<file path="config.mk">
export PLATFORM = sky130hd
export DESIGN_NAME = status_move_and_multiply
export DESIGN_NICKNAME = d
export VERILOG_FILES = /design/src/core/status_move_pkg.sv /design/src/core/booth_array_step.sv /design/src/core/status_move_and_multiply.sv
export VERILOG_INCLUDE_DIRS = /design/src /design/src/core
export SDC_FILE = /design/constraint.sdc
export NUM_CORES = 2
export LEC_CHECK = 0
export ABC_AREA = 1
export BUFFER_PORTS_ARGS = -buffer_cell sky130_fd_sc_hd__buf_2
export CAP_MARGIN = 20
export CORE_MARGIN = 2
export CORE_UTILIZATION = 40
export DETAILED_ROUTE_END_ITERATION = 16
export GPL_ROUTABILITY_DRIVEN = 0
export PLACE_DENSITY = 0.66
export SLEW_MARGIN = 20
export SYNTH_ARGS = -nofsm -noshare
export SYNTH_HDL_FRONTEND = slang
export SYNTH_HIERARCHICAL = 1
export SYNTH_SLANG_ARGS = --single-unit
export TNS_END_PERCENT = 5
</file>
<file path="constraint.sdc">
create_clock -name i_mclk -period 11.4 [get_ports i_mclk]
set_clock_uncertainty 0.2 [all_clocks]
set_input_delay 0 -clock i_mclk [delete_from_list [all_inputs] [get_ports i_mclk]]
set_output_delay 0 -clock i_mclk [all_outputs]
set_load 0.05 [all_outputs]
</file>
<file path="src/core/status_move_cfg.svh">
// Constants for the status-transfer and multiply execute block.
// Assumes inclusion by bare name from the core/ folder.
`ifndef STATUS_MOVE_CFG_SVH
`define STATUS_MOVE_CFG_SVH

// ==========================================================
// Register bus offsets and fields
`define OFS_CTRL        8'h00
`define OFS_INFO        8'h04
`define OFS_CURRENT     8'h08
`define OFS_SAVED       8'h0C
`define CTRL_RUN_BIT    0
`define CTRL_RUN_RESET  1'h1
`define INFO_M_LSB      4

// ==========================================================
// Status word layout
`define PSW_IMPL_MASK   32'hF00000FF
`define PSW_RESET       32'h000000D3
`define PSW_N_BIT       31
`define PSW_Z_BIT       30
`define BANK_RESET      32'h00000000

// ==========================================================
// Mode codes
`define MODE_USER       5'h10
`define MODE_FIQ        5'h11
`define MODE_IRQ        5'h12
`define MODE_SVC        5'h13
`define MODE_ABT        5'h17
`define MODE_UND        5'h1B

// ==========================================================
// Multiplier array and saved-word banks
`define ARRAY_BITS      8
`define SAVED_BANKS     5

`endif

</file>
<file path="src/core/status_move_pkg.sv">
// Types shared by the status-transfer and multiply execute block.
// Assumes nothing of its surroundings.
package status_move_pkg;

   typedef enum logic [1:0] {
      op_status_read,
      op_status_write,
      op_product_low,
      op_product_accumulate
   } exec_op_e;

   typedef enum logic [1:0] {
      st_idle,
      st_array,
      st_addend,
      st_finish
   } exec_state_e;

endpackage

</file>
<file path="src/core/booth_array_step.sv">
// One pass of the multiplier array: adds multiplicand times a signed digit,
// shifted by whole digit positions, to the running low-word sum.
// Assumes the caller sequences the digits and keeps only the low word.
`timescale 1ns/1ps
`include "status_move_cfg.svh"

module booth_array_step #(
   parameter int unsigned ARRAY_W = `ARRAY_BITS,
   parameter int unsigned DATA_W  = 32
) (
   // Running sum and operands
   input  wire logic [DATA_W-1:0]  i_acc,
   input  wire logic [DATA_W-1:0]  i_mcand,
   input  wire logic [ARRAY_W:0]   i_digit,
   input  wire logic [1:0]         i_pos,
   // New sum
   output logic      [DATA_W-1:0]  o_sum
);

   logic [DATA_W-1:0] digit_ext;
   logic [DATA_W-1:0] part;
   logic [DATA_W-1:0] shifted;

   // The top digit bit is a sign, so a run of ones above it costs nothing.
   assign digit_ext = {{(DATA_W-ARRAY_W-1){i_digit[ARRAY_W]}}, i_digit};
   assign part      = i_mcand * digit_ext;
   assign shifted   = part << (32'(i_pos) * ARRAY_W);
   assign o_sum     = i_acc + shifted;

endmodule

</file>
<file path="src/core/status_move_and_multiply.sv">
// Execute stage for status-word moves and 32-bit multiply/accumulate.
// Assumes decode supplies condition result and register operands.
`timescale 1ns/1ps
`include "status_move_cfg.svh"

module status_move_and_multiply #(
   parameter int unsigned BANKS = `SAVED_BANKS
) (
   // Clock and reset
   input  wire logic                      i_mclk,
   input  wire logic                      i_nrst,
   // Decoded instruction
   input  wire logic                      i_valid,
   input  wire status_move_pkg::exec_op_e i_op,
   input  wire logic                      i_cond_pass,
   input  wire logic                      i_set_flags,
   input  wire logic                      i_use_saved,
   input  wire logic                      i_flags_only,
   input  wire logic                      i_imm_sel,
   input  wire logic [31:0]               i_imm32,
   input  wire logic [3:0]                i_rd_idx,
   // Register operands
   input  wire logic [31:0]               i_multiplicand,
   input  wire logic [31:0]               i_multiplier,
   input  wire logic [31:0]               i_addend,
   // Results
   output logic                           o_ready,
   output logic                           o_done,
   output logic                           o_rf_we,
   output logic [3:0]                     o_rf_idx,
   output logic [31:0]                    o_rf_data,
   output logic [31:0]                    o_cur_status,
   // Wishbone slave
   input  wire logic                      i_wb_cyc,
   input  wire logic                      i_wb_stb,
   input  wire logic                      i_wb_we,
   input  wire logic [7:0]                i_wb_adr,
   input  wire logic [3:0]                i_wb_sel,
   input  wire logic [31:0]               i_wb_dat,
   output logic                           o_wb_dat_ack,
   output logic [31:0]                    o_wb_dat
);

   // ==========================================================
   // State
   status_move_pkg::exec_state_e state_reg, state_next;
   logic [31:0] cur_reg, cur_next;
   logic [31:0] bank_reg [BANKS];
   logic [31:0] mcand_reg, mplier_reg, addend_reg, acc_reg, acc_next;
   logic [1:0]  idx_reg;
   logic [2:0]  m_reg;
   logic        accum_reg, sflag_reg, run_reg, ready_reg, ack_reg;
   logic [3:0]  rd_reg;
   logic        rf_we_reg, done_reg;
   logic [3:0]  rf_idx_reg;
   logic [31:0] rf_data_reg, wb_dat_reg;
   logic [31:0] step_sum;

   // ==========================================================
   // Mode and saved-word selection
   wire [4:0] mode      = cur_reg[4:0];
   wire       is_user   = mode == `MODE_USER;
   wire       bank_hit  = mode == `MODE_FIQ || mode == `MODE_IRQ || mode == `MODE_SVC ||
                          mode == `MODE_ABT || mode == `MODE_UND;
   wire [2:0] bank_idx  = mode == `MODE_FIQ ? 3'h0 : mode == `MODE_IRQ ? 3'h1 :
                          mode == `MODE_SVC ? 3'h2 : mode == `MODE_ABT ? 3'h3 : 3'h4;
   // Modes without a saved word read back the current word.
   wire [31:0] saved_word = bank_hit ? bank_reg[bank_idx] : cur_reg;

   // ==========================================================
   // Instruction decode
   wire take      = i_valid & ready_reg;
   wire do_it     = take & i_cond_pass;
   wire st_read   = do_it & (i_op == status_move_pkg::op_status_read);
   wire st_write  = do_it & (i_op == status_move_pkg::op_status_write);
   wire is_acc_op = i_op == status_move_pkg::op_product_accumulate;
   wire mul_start = do_it & (is_acc_op | i_op == status_move_pkg::op_product_low);
   wire busy      = state_reg != status_move_pkg::st_idle;

   wire [31:0] psw_src   = i_imm_sel ? i_imm32 : i_multiplicand;
   wire whole_cur = st_write & ~i_use_saved & ~i_flags_only & ~is_user;
   wire flags_cur = st_write & ~i_use_saved & (i_flags_only | is_user);
   wire sav_we    = st_write & i_use_saved & bank_hit;
   wire [31:0] psw_whole = psw_src & `PSW_IMPL_MASK;
   wire [31:0] sav_wdata = i_flags_only ? {psw_src[31:28], saved_word[27:0]} : psw_whole;

   // ==========================================================
   // Multiplier sequencing
   // array count selection
   wire [2:0] m_calc =
      (&i_multiplier[31:8]  | ~|i_multiplier[31:8])  ? 3'h1 :
      (&i_multiplier[31:16] | ~|i_multiplier[31:16]) ? 3'h2 :
      (&i_multiplier[31:24] | ~|i_multiplier[31:24]) ? 3'h3 : 3'h4;
   wire       last_step = ({1'b0, idx_reg} + 3'h1) == m_reg;
   wire [7:0] cur_byte  = mplier_reg[{idx_reg, 3'h0} +: 8];
   wire [8:0] digit     = {last_step & mplier_reg[31], cur_byte};
   // Results leave at the edge that ends the last array or addend pass.
   wire       mul_end   = ((state_reg == status_move_pkg::st_array) & last_step & ~accum_reg) |
                          (state_reg == status_move_pkg::st_addend);
   wire       mul_flags = mul_end & sflag_reg;

   booth_array_step #(
      .ARRAY_W (`ARRAY_BITS),
      .DATA_W  (32)
   ) i_booth_array_step (
      .i_acc   (acc_reg),
      .i_mcand (mcand_reg),
      .i_digit (digit),
      .i_pos   (idx_reg),
      .o_sum   (step_sum)
   );

   always_comb begin
      case (state_reg)
         status_move_pkg::st_idle:
            state_next = mul_start ? status_move_pkg::st_array : status_move_pkg::st_idle;
         status_move_pkg::st_array:
            state_next = !last_step ? status_move_pkg::st_array :
                         accum_reg ? status_move_pkg::st_addend : status_move_pkg::st_idle;
         status_move_pkg::st_addend:
            state_next = status_move_pkg::st_idle;
         default:
            state_next = status_move_pkg::st_idle;
      endcase
   end

   assign acc_next = state_reg == status_move_pkg::st_array  ? step_sum :
                     state_reg == status_move_pkg::st_addend ? acc_reg + addend_reg :
                     acc_reg;

   assign cur_next = whole_cur ? psw_whole :
                     flags_cur ? {psw_src[31:28], cur_reg[27:0]} :
                     mul_flags ? {acc_next[31], acc_next == 32'h00000000, cur_reg[29:0]} :
                     cur_reg;

   always_ff @(posedge i_mclk) begin
      if (!i_nrst) begin
         state_reg <= status_move_pkg::st_idle;
         cur_reg   <= `PSW_RESET;
         acc_reg   <= 32'h00000000;
         idx_reg   <= 2'h0;
      end else begin
         state_reg <= state_next;
         cur_reg   <= cur_next;
         acc_reg   <= mul_start ? 32'h00000000 : acc_next;
         idx_reg   <= state_reg == status_move_pkg::st_array ? idx_reg + 2'h1 : 2'h0;
      end
   end

   always_ff @(posedge i_mclk) begin
      if (!i_nrst) begin
         mcand_reg  <= 32'h00000000;
         mplier_reg <= 32'h00000000;
         addend_reg <= 32'h00000000;
         m_reg      <= 3'h1;
         accum_reg  <= 1'b0;
         sflag_reg  <= 1'b0;
         rd_reg     <= 4'h0;
      end else if (mul_start) begin
         mcand_reg  <= i_multiplicand;
         mplier_reg <= i_multiplier;
         addend_reg <= i_addend;
         m_reg      <= m_calc;
         accum_reg  <= is_acc_op;
         sflag_reg  <= i_set_flags;
         rd_reg     <= i_rd_idx;
      end
   end

   always_ff @(posedge i_mclk) begin
      if (!i_nrst) begin
         for (int b = 0; b < BANKS; b++) begin
            bank_reg[b] <= `BANK_RESET;
         end
      end else if (sav_we) begin
         bank_reg[bank_idx] <= sav_wdata;
      end
   end

   // ==========================================================
   // Result port
   // read copies word
   always_ff @(posedge i_mclk) begin
      if (!i_nrst) begin
         rf_we_reg   <= 1'b0;
         rf_idx_reg  <= 4'h0;
         rf_data_reg <= 32'h00000000;
         done_reg    <= 1'b0;
         ready_reg   <= 1'b0;
      end else begin
         rf_we_reg   <= st_read | mul_end;
         rf_idx_reg  <= st_read ? i_rd_idx : rd_reg;
         rf_data_reg <= st_read ? (i_use_saved ? saved_word : cur_reg) : acc_next;
         done_reg    <= (take & ~mul_start) | mul_end;
         ready_reg   <= (state_next == status_move_pkg::st_idle) & run_reg;
      end
   end

   // ==========================================================
   // Wishbone slave
   wire        wb_req   = i_wb_cyc & i_wb_stb & ~ack_reg;
   wire [7:0]  wb_ofs   = {i_wb_adr[7:2], 2'h0};
   wire [31:0] info_wd  = {25'h0000000, m_reg, 3'h0, busy};
   wire [31:0] wb_rdata = wb_ofs == `OFS_CTRL    ? {31'h00000000, run_reg} :
                          wb_ofs == `OFS_INFO    ? info_wd :
                          wb_ofs == `OFS_CURRENT ? cur_reg :
                          wb_ofs == `OFS_SAVED   ? saved_word : 32'h00000000;
   wire        run_wr   = wb_req & i_wb_we & i_wb_sel[0] & (wb_ofs == `OFS_CTRL);

   always_ff @(posedge i_mclk) begin
      if (!i_nrst) begin
         ack_reg    <= 1'b0;
         wb_dat_reg <= 32'h00000000;
         run_reg    <= `CTRL_RUN_RESET;
      end else begin
         ack_reg    <= wb_req;
         wb_dat_reg <= wb_req ? wb_rdata : wb_dat_reg;
         run_reg    <= run_wr ? i_wb_dat[`CTRL_RUN_BIT] : run_reg;
      end
   end

   assign o_ready      = ready_reg;
   assign o_done       = done_reg;
   assign o_rf_we      = rf_we_reg;
   assign o_rf_idx     = rf_idx_reg;
   assign o_rf_data    = rf_data_reg;
   assign o_cur_status = cur_reg;
   assign o_wb_dat_ack = ack_reg;
   assign o_wb_dat     = wb_dat_reg;

   // ==========================================================
   // Checks
   logic [2:0]  lat_reg, exp_lat_reg;
   logic [31:0] exp_reg;

   always_ff @(posedge i_mclk) begin
      if (!i_nrst) begin
         lat_reg     <= 3'h0;
         exp_lat_reg <= 3'h0;
         exp_reg     <= 32'h00000000;
      end else if (mul_start) begin
         lat_reg     <= 3'h0;
         exp_lat_reg <= m_calc + {2'h0, is_acc_op};
         exp_reg     <= i_multiplicand * i_multiplier + (is_acc_op ? i_addend : 32'h00000000);
      end else if (busy) begin
         lat_reg     <= lat_reg + 3'h1;
      end
   end
endmodule

</file>
; Yosys cells after proc, flatten, opt, wreduce, memory -nomap -nowiden
; Memories as Yosys holds them, arrays and structs flattened.
; Cells that the tools add are included.
[word_totals]
input_bits = 189
ramBits = 160
mem_bits_ro = 0
out_inout_bits = 104
n_memories = 1
ff_bits = 226
elab_cells = 138
latch_bits = 0
[memory_table]
columns = memory, words, word_bits, read_ports, rd_clocked_by_memory_dff, write_ports, line
row1 = bank_reg, 5, 32, 1, 0, 5, status_move_and_multiply.sv:48  ; logic [31:0] bank_reg [BANKS];
[classes]
shift = 2
reduce_logical = 24
n_eq_ne = 15
div_mod_pow = 0
n_mux = 33
n_lt_le_gt_ge = 0
n_mul = 1
n_bitwise = 37
addsub = 4
[ops]
columns = cell, count
row1 = two-way mux 32 bit, 14
row2 = adder 32 bit, 2
row3 = zero test 32 bit, 1
row4 = multiplier 32 x 9 -> 32 bit, 1
row5 = OR reduction 32 bit, 1
row6 = variable part select 32 x 6 -> 8 bit, 1
row7 = << shifter 32 x 5 -> 32 bit, 1
row8 = == test 5 bit (second input constant), 6
row9 = two-way mux 28 bit, 1
row10 = two-way mux 3 bit, 8
row11 = AND reduction 24 bit, 1
row12 = OR reduction 24 bit, 1
row13 = AND 1 bit, 22
row14 = AND reduction 16 bit, 1
row15 = OR reduction 16 bit, 1
row16 = == test 6 x 2 -> 1 bit (second input constant), 2
row17 = zero test 8 bit, 1
row18 = OR 1 bit, 8
row19 = AND reduction 8 bit, 1
row20 = OR reduction 8 bit, 1
row21 = inverter 1 bit, 7
row22 = == test 2 bit (second input constant), 3
row23 = == test 6 x 1 -> 1 bit (second input constant), 1
row24 = zero test 2 bit, 3
row25 = other kinds (14), 27

; Longest topological paths before layout
[depth]
depth_word = 11
mapped_depth = 49
ltp_nobuf = 47

; By module
; Netlist, hierarchy kept.
[by_module_without_submodules]
columns = module, seq_area_each_um2, instances, area_each_um2, cells_per_inst
row1 = status_move_and_multiply, 9359.0, 1, 19114.6, 2530
row2 = booth_array_step, 0.0, 1, 10141.0, 1465

; Worst setup path after synthesis
; No wires, ideal clock.
[synth_timing]
kind = reg2reg
start = register idx_reg[0]
end = register cur_reg[31], in the netlist o_cur_status[31]
arrival_time_ps = 7584
n_path_buf = 4
setup_ps = 117
required_ps = 11083
setup_slack_ps = 3499
stages_incl_launch_ff = 43
period_less_slack_ps = 7901
cell_sequence = dfxtp_1 -> clkbuf_1 -> inv_1 -> clkbuf_1 -> nor2_1 -> o22ai_1 -> clkbuf_1 -> buf_1 -> nand2_1 -> fa_1 -> fa_1 -> inv_1 -> fa_1 -> fa_1 -> fa_1 -> ha_1 -> a21oi_1 -> nor2_1 -> (+7 left out) -> a21oi_1 -> nor2_1 -> ha_1 -> a21oi_1 -> inv_1 -> a31oi_1 -> o21ai_0 -> a21oi_1 -> nand2_1 -> xor2_1 -> inv_1 -> nand2_1 -> nand2_1 -> nand2_1 -> a21boi_0 -> nand4_1 -> o2111ai_1 -> inv_1
[synth_via]
elab_cells_between_ends = 16
classes_between = add/sub: 2 / mul: 1 / eq/ne: 1 / shift: 2 / mux: 4 / bitwise: 5 / reduce/logical: 1
[synth_rtl]
columns = item, line
row1 = from (decl), status_move_and_multiply.sv:50  ; logic [1:0] idx_reg;
row2 = from (signal assigned), status_move_and_multiply.sv:146  ; idx_reg <= state_reg == status_move_pkg::st_array ? idx_reg + 2'h1 : 2'h0;
row3 = variable part select 32 x 6 -> 8 bit, status_move_and_multiply.sv:95  ; wire [7:0] cur_byte = mplier_reg[{idx_reg, 3'h0} +: 8];
row4 = via cur_byte[3], status_move_and_multiply.sv:95
row5 = multiplier 32 x 9 -> 32 bit, booth_array_step.sv:26  ; assign part = i_mcand * digit_ext;
row6 = << shifter 32 x 5 -> 32 bit, booth_array_step.sv:27  ; assign shifted = part << (32'(i_pos) * ARRAY_W);
row7 = adder 32 bit, booth_array_step.sv:28  ; assign o_sum = i_acc + shifted;
row8 = via step_sum[31], status_move_and_multiply.sv:57  ; logic [31:0] step_sum;
row9 = two-way mux 32 bit, status_move_and_multiply.sv:127  ; assign acc_next = state_reg == status_move_pkg::st_array ? step_sum :
row10 = two-way mux 32 bit, status_move_and_multiply.sv:133  ; mul_flags ? {acc_next[31], acc_next == 32'h00000000, cur_reg[29:0]} :
row11 = two-way mux 32 bit, status_move_and_multiply.sv:132  ; flags_cur ? {psw_src[31:28], cur_reg[27:0]} :
row12 = two-way mux 32 bit, status_move_and_multiply.sv:131  ; assign cur_next = whole_cur ? psw_whole :
row13 = to (signal assigned), status_move_and_multiply.sv:139  ; cur_reg <= `PSW_RESET;
row14 = to (signal assigned), status_move_and_multiply.sv:144  ; cur_reg <= cur_next;
row15 = to (decl), status_move_and_multiply.sv:47  ; logic [31:0] cur_reg, cur_next;
; The timed path passes the listed nets, and every way through them passes these cells. The select of a mux whose other input is x is not followed.
; A chain may end at the register's enable or synchronous reset.

; Final worst setup path
[layout_timing]
start = register idx_reg[0]
end = register cur_reg[31], in the netlist o_cur_status[31]
[layout_via]
elab_chain_cells = 10
elab_cells_between_ends = 16
classes_between = add/sub: 2 / mul: 1 / eq/ne: 1 / shift: 2 / mux: 4 / bitwise: 5 / reduce/logical: 1
[layout_lines]
columns = item, line
row1 = adder 2 x 1 -> 3 bit, status_move_and_multiply.sv:94  ; wire last_step = ({1'b0, idx_reg} + 3'h1) == m_reg;
row2 = == test 3 bit, status_move_and_multiply.sv:94
row3 = AND 1 bit, status_move_and_multiply.sv:96  ; wire [8:0] digit = {last_step & mplier_reg[31], cur_byte};
row4 = via digit[8], status_move_and_multiply.sv:96
row5 = multiplier 32 x 9 -> 32 bit, booth_array_step.sv:26
row6 = << shifter 32 x 5 -> 32 bit, booth_array_step.sv:27
row7 = adder 32 bit, booth_array_step.sv:28
row8 = via step_sum[31], status_move_and_multiply.sv:57
row9 = two-way mux 32 bit, status_move_and_multiply.sv:127
row10 = two-way mux 32 bit, status_move_and_multiply.sv:133
row11 = two-way mux 32 bit, status_move_and_multiply.sv:132
row12 = two-way mux 32 bit, status_move_and_multiply.sv:131
; The timed path passes the listed nets, and every way through them passes these cells. The select of a mux whose other input is x is not followed.

==> run summary <==
Final min period: 10150 ps
wire length per cell: 18.1 µm
VDD IR max: 0.106 mV
library cells used by synthesis: 63
H-tree levels: 2
Slew Limit Headroom: 27.9%
initial antenna violation count: 1
Critical Path Max Stage Delay: 990 ps
Seq pwr share: 45.6%
Ys Warns: 6
final worst path period share: 89.0%
RSZ-0062 raised after global routing: no
largest fanout on the critical path: 52
power share of the combinational group: 11.2%
PortBufs: 216
NumNets Final: 4813
Finish-stage setup viols: 0
maxcap violations: 0
worst slack, placed: 1680 ps
leakage: 17.2 nW
min-delay worst type: input port to flop
CTS tree: done
CP max stage cell: dfxtp_2
Critical Path RT: 11700 ps
first-pass GRT wire length: 148000 µm
register bit count reported by yosys: 387
number of flops mapped to enable cells by yosys: 161
worst setup margin: 1250 ps
Worst-Margin Slew: 1080 ps
Via Count: 27.9k
critical path class: flop to flop
DR iter-0 viols: 2567
starting density of the core: 40.2%
fmax: 98.6 MHz
Tot GR Track Use: 25.0%
I/O pin cnt: 293
max-slew violation count: 0
sw frac: 26.5%
vias in the first global route: 26.9k
core area: 72700 µm²
CTS clk-pin slew, worst paths: 60 ps
largest net degree at the start of global routing: 76
residual DRC count: 0
internal power: 2.41 mW
Num CTS Buffers: 42
area share of the largest cell type after synthesis: 16.5%
final antenna-violating net count: 0
Post-Syn Area: 29300 µm²
Die Area: 75300 µm²
Area contributors post-synth: edfxtp_1 (17%), dfxtp_1 (15%), fa_1 (12%), nand2_1 (12%), inv_1 (7.6%)
row count: 99
CP Launch Type: flop
Synth Instances: 3995
status: completed
share of post-route cells with drive strength above 1: 10.8%
asr flop ratio synth: 0%
Area Growth Syn to Fin: 17.9%
Detailed Routing Iterations Pass 1: 6
dpl hpwl: 68100 µm
Post-CTS Resized: 0
root buffer cell: clkbuf_16
TNS Setup: 0 ps
NetSw: 871 µW
Final Cell Area: 34500 µm²
area leader, netlist: edfxtp_1
Antenna Cells: 0
Num Clock Sinks: 387
arrival time of the worst setup path: 10450 ps
Clk pwr share: 43.2%
DP Area: 31100 µm²
CP endpoint kind: flop
post-DR vias/cell: 5.25
Setup Fix Bufs, Post-CTS: 0
Die Y: 274 µm
Die Width: 274 µm
clock insertion delay at the later pin of the skew report: 600 ps
Power Dens Cells: 95.2 nW/µm²
sequential-to-total area share from yosys stat: 32.0%
Avg Cell Area, Syn: 7.32 µm²
Post-synth top flop: dfxtp_1
drt total wl: 95900 µm
clock buffer depth: 3
Top cell by count, worst path: nand2_1
number of flip-flops in the largest register: 161
gr ovfl total: 0
Hold Fails Final Rpt: 0
==> cells in the mapped netlist, types with 7 or more instances <==
library cell	number
a21o_1	7
a21oi_1	208
a22o_1	7
a31oi_1	20
buf_1	24
buf_2	25
buf_4	23
clkbuf_1	118
dfxtp_1	226
edfxtp_1	161
fa_1	182
ha_1	129
inv_1	595
inv_2	38
nand2_1	951
nand2_2	8
nand3_1	178
nand3b_1	16
nand4_1	41
nor2_1	519
nor2_2	28
nor3_1	23
nor4_1	17
nor4_2	12
o21ai_0	217
o21ai_1	15
o21bai_1	10
o22ai_1	51
or2_2	22
xnor2_1	16
xor2_1	30
==> placed cells by master (no fill, tap or decap), types with 5 or more instances in the layout <==
| cell type | instances |
|---|---|
| nand2_1 | 946 |
| inv_1 | 594 |
| nor2_1 | 517 |
| dfxtp_1 | 225 |
| o21ai_0 | 217 |
| buf_2 | 215 |
| a21oi_1 | 208 |
| dlygate4sd3_1 | 195 |
| fa_1 | 182 |
| nand3_1 | 178 |
| edfxtp_1 | 161 |
| ha_1 | 129 |
| o22ai_1 | 43 |
| clkbuf_16 | 42 |
| nand4_1 | 41 |
| inv_2 | 39 |
| buf_4 | 35 |
| nor2_2 | 30 |
| xor2_1 | 30 |
| nor3_1 | 23 |
| or2_2 | 22 |
| conb_1 | 21 |
| a31oi_1 | 20 |
| nor4_1 | 16 |
| nand3b_1 | 16 |
| xnor2_1 | 16 |
| o21ai_1 | 15 |
| nand2_2 | 13 |
| nor4_2 | 13 |
| o21bai_1 | 10 |
| clkbuf_1 | 10 |
| o22ai_2 | 8 |
| clkinv_2 | 8 |
| a22o_1 | 7 |
| a21o_1 | 7 |
| clkbuf_8 | 7 |
| o21a_1 | 6 |
| clkinv_1 | 5 |
==> area by class of cell <==
type                            count  area (µm²)
Fill cell                        7038       38200
Inverter                          639        2400
Multi-Input combinational cell   2796       16800
Clock buffer                       59        1180
Timing Repair Buffer              447        3320
Tap cell                          959        1200
Sequential cell                   387        9360
Clock inverter                     18         245
==> worst max-delay path, delay by kind of cell, from the launching register on <==
family          cells  cell delay, ps
compound gates      9            1470
xor+xnor            1             170
fa+ha+maj           7            2970
buf+inv             9            1760
flops               1             990
simple gates       19            2450
==> per-layer routing <==
| layer | GRT usage [%] | routed length (µm) |
|---|---|---|
| met5 | 0 | 0 |
| met4 | 10.3 | 4180 |
| met3 | 3.59 | 7660 |
| met1 | 32.3 | 39000 |
| met2 | 42.0 | 45000 |
==> logic make-up after synthesis <==
| logic type | Yosys count | synth area share [%] |
|---|---|---|
| AOI/OAI and AO/OA | 579 | 11.1 |
| xor gates and xnor gates | 46 | 1.38 |
| adders and majority gates | 311 | 18.0 |
| buffers and inverters | 832 | 11.2 |
| DFF | 387 | 32.0 |
| muxes | 3 | 0.103 |
| other | 1 | 0.0128 |
| and+or+nand+nor | 1836 | 26.3 |
==> power by group through the flow <==
stage | combinational, mW | clock [mW] | sequential (mW)
global route | 0.398 | 1.48 | 1.50
detailed placement | 0.307 | 0 | 1.53
floorplan | 0.202 | 0 | 1.52
CTS | 0.360 | 1.43 | 1.50
finish | 0.368 | 1.42 | 1.50
global placement | 0.306 | 0 | 1.53
==> stage by stage <==
| step | instances | utilization (%) | total power, mW | hold slack [ps] |
|---|---|---|---|---|
| 6_report | 5305 | 47.4 | 3.28 | 19.5 |
| 5_1_grt | 5305 | 47.4 | 3.38 | 41.4 |
| 4_1_cts | 5303 | 47.4 | 3.28 | 0.695 |
| 3_5_place_dp | 5031 | 42.8 | 1.83 | 44.2 |
| 3_3_place_gp | 5031 | 42.8 | 1.83 | 41.1 |
| 2_1_floorplan | 4015 | - | 1.72 | -65.1 |
==> what timing repair did <==
item / 4_1_cts / 5_1_grt
setup endpoints to repair: 0 / 0
hold buffers: 195 / 0
endpoints found under the hold margin: 191 / 0
==> path summary, 6_finish.rpt <==
path / startpoint / cells past startpoint / slack [ps] / to
worst max-delay path: idx_reg[0] / 45 / 1250 / o_cur_status[31]
worst min-delay path: i_multiplicand[15] / 4 / 20 / mcand_reg[15]
worst max register to register: idx_reg[0] / 45 / 1250 / o_cur_status[31]
worst min register to register: mplier_reg[16] / 2 / 250 / mplier_reg[16]
Power figures use the tool's default switching activity.
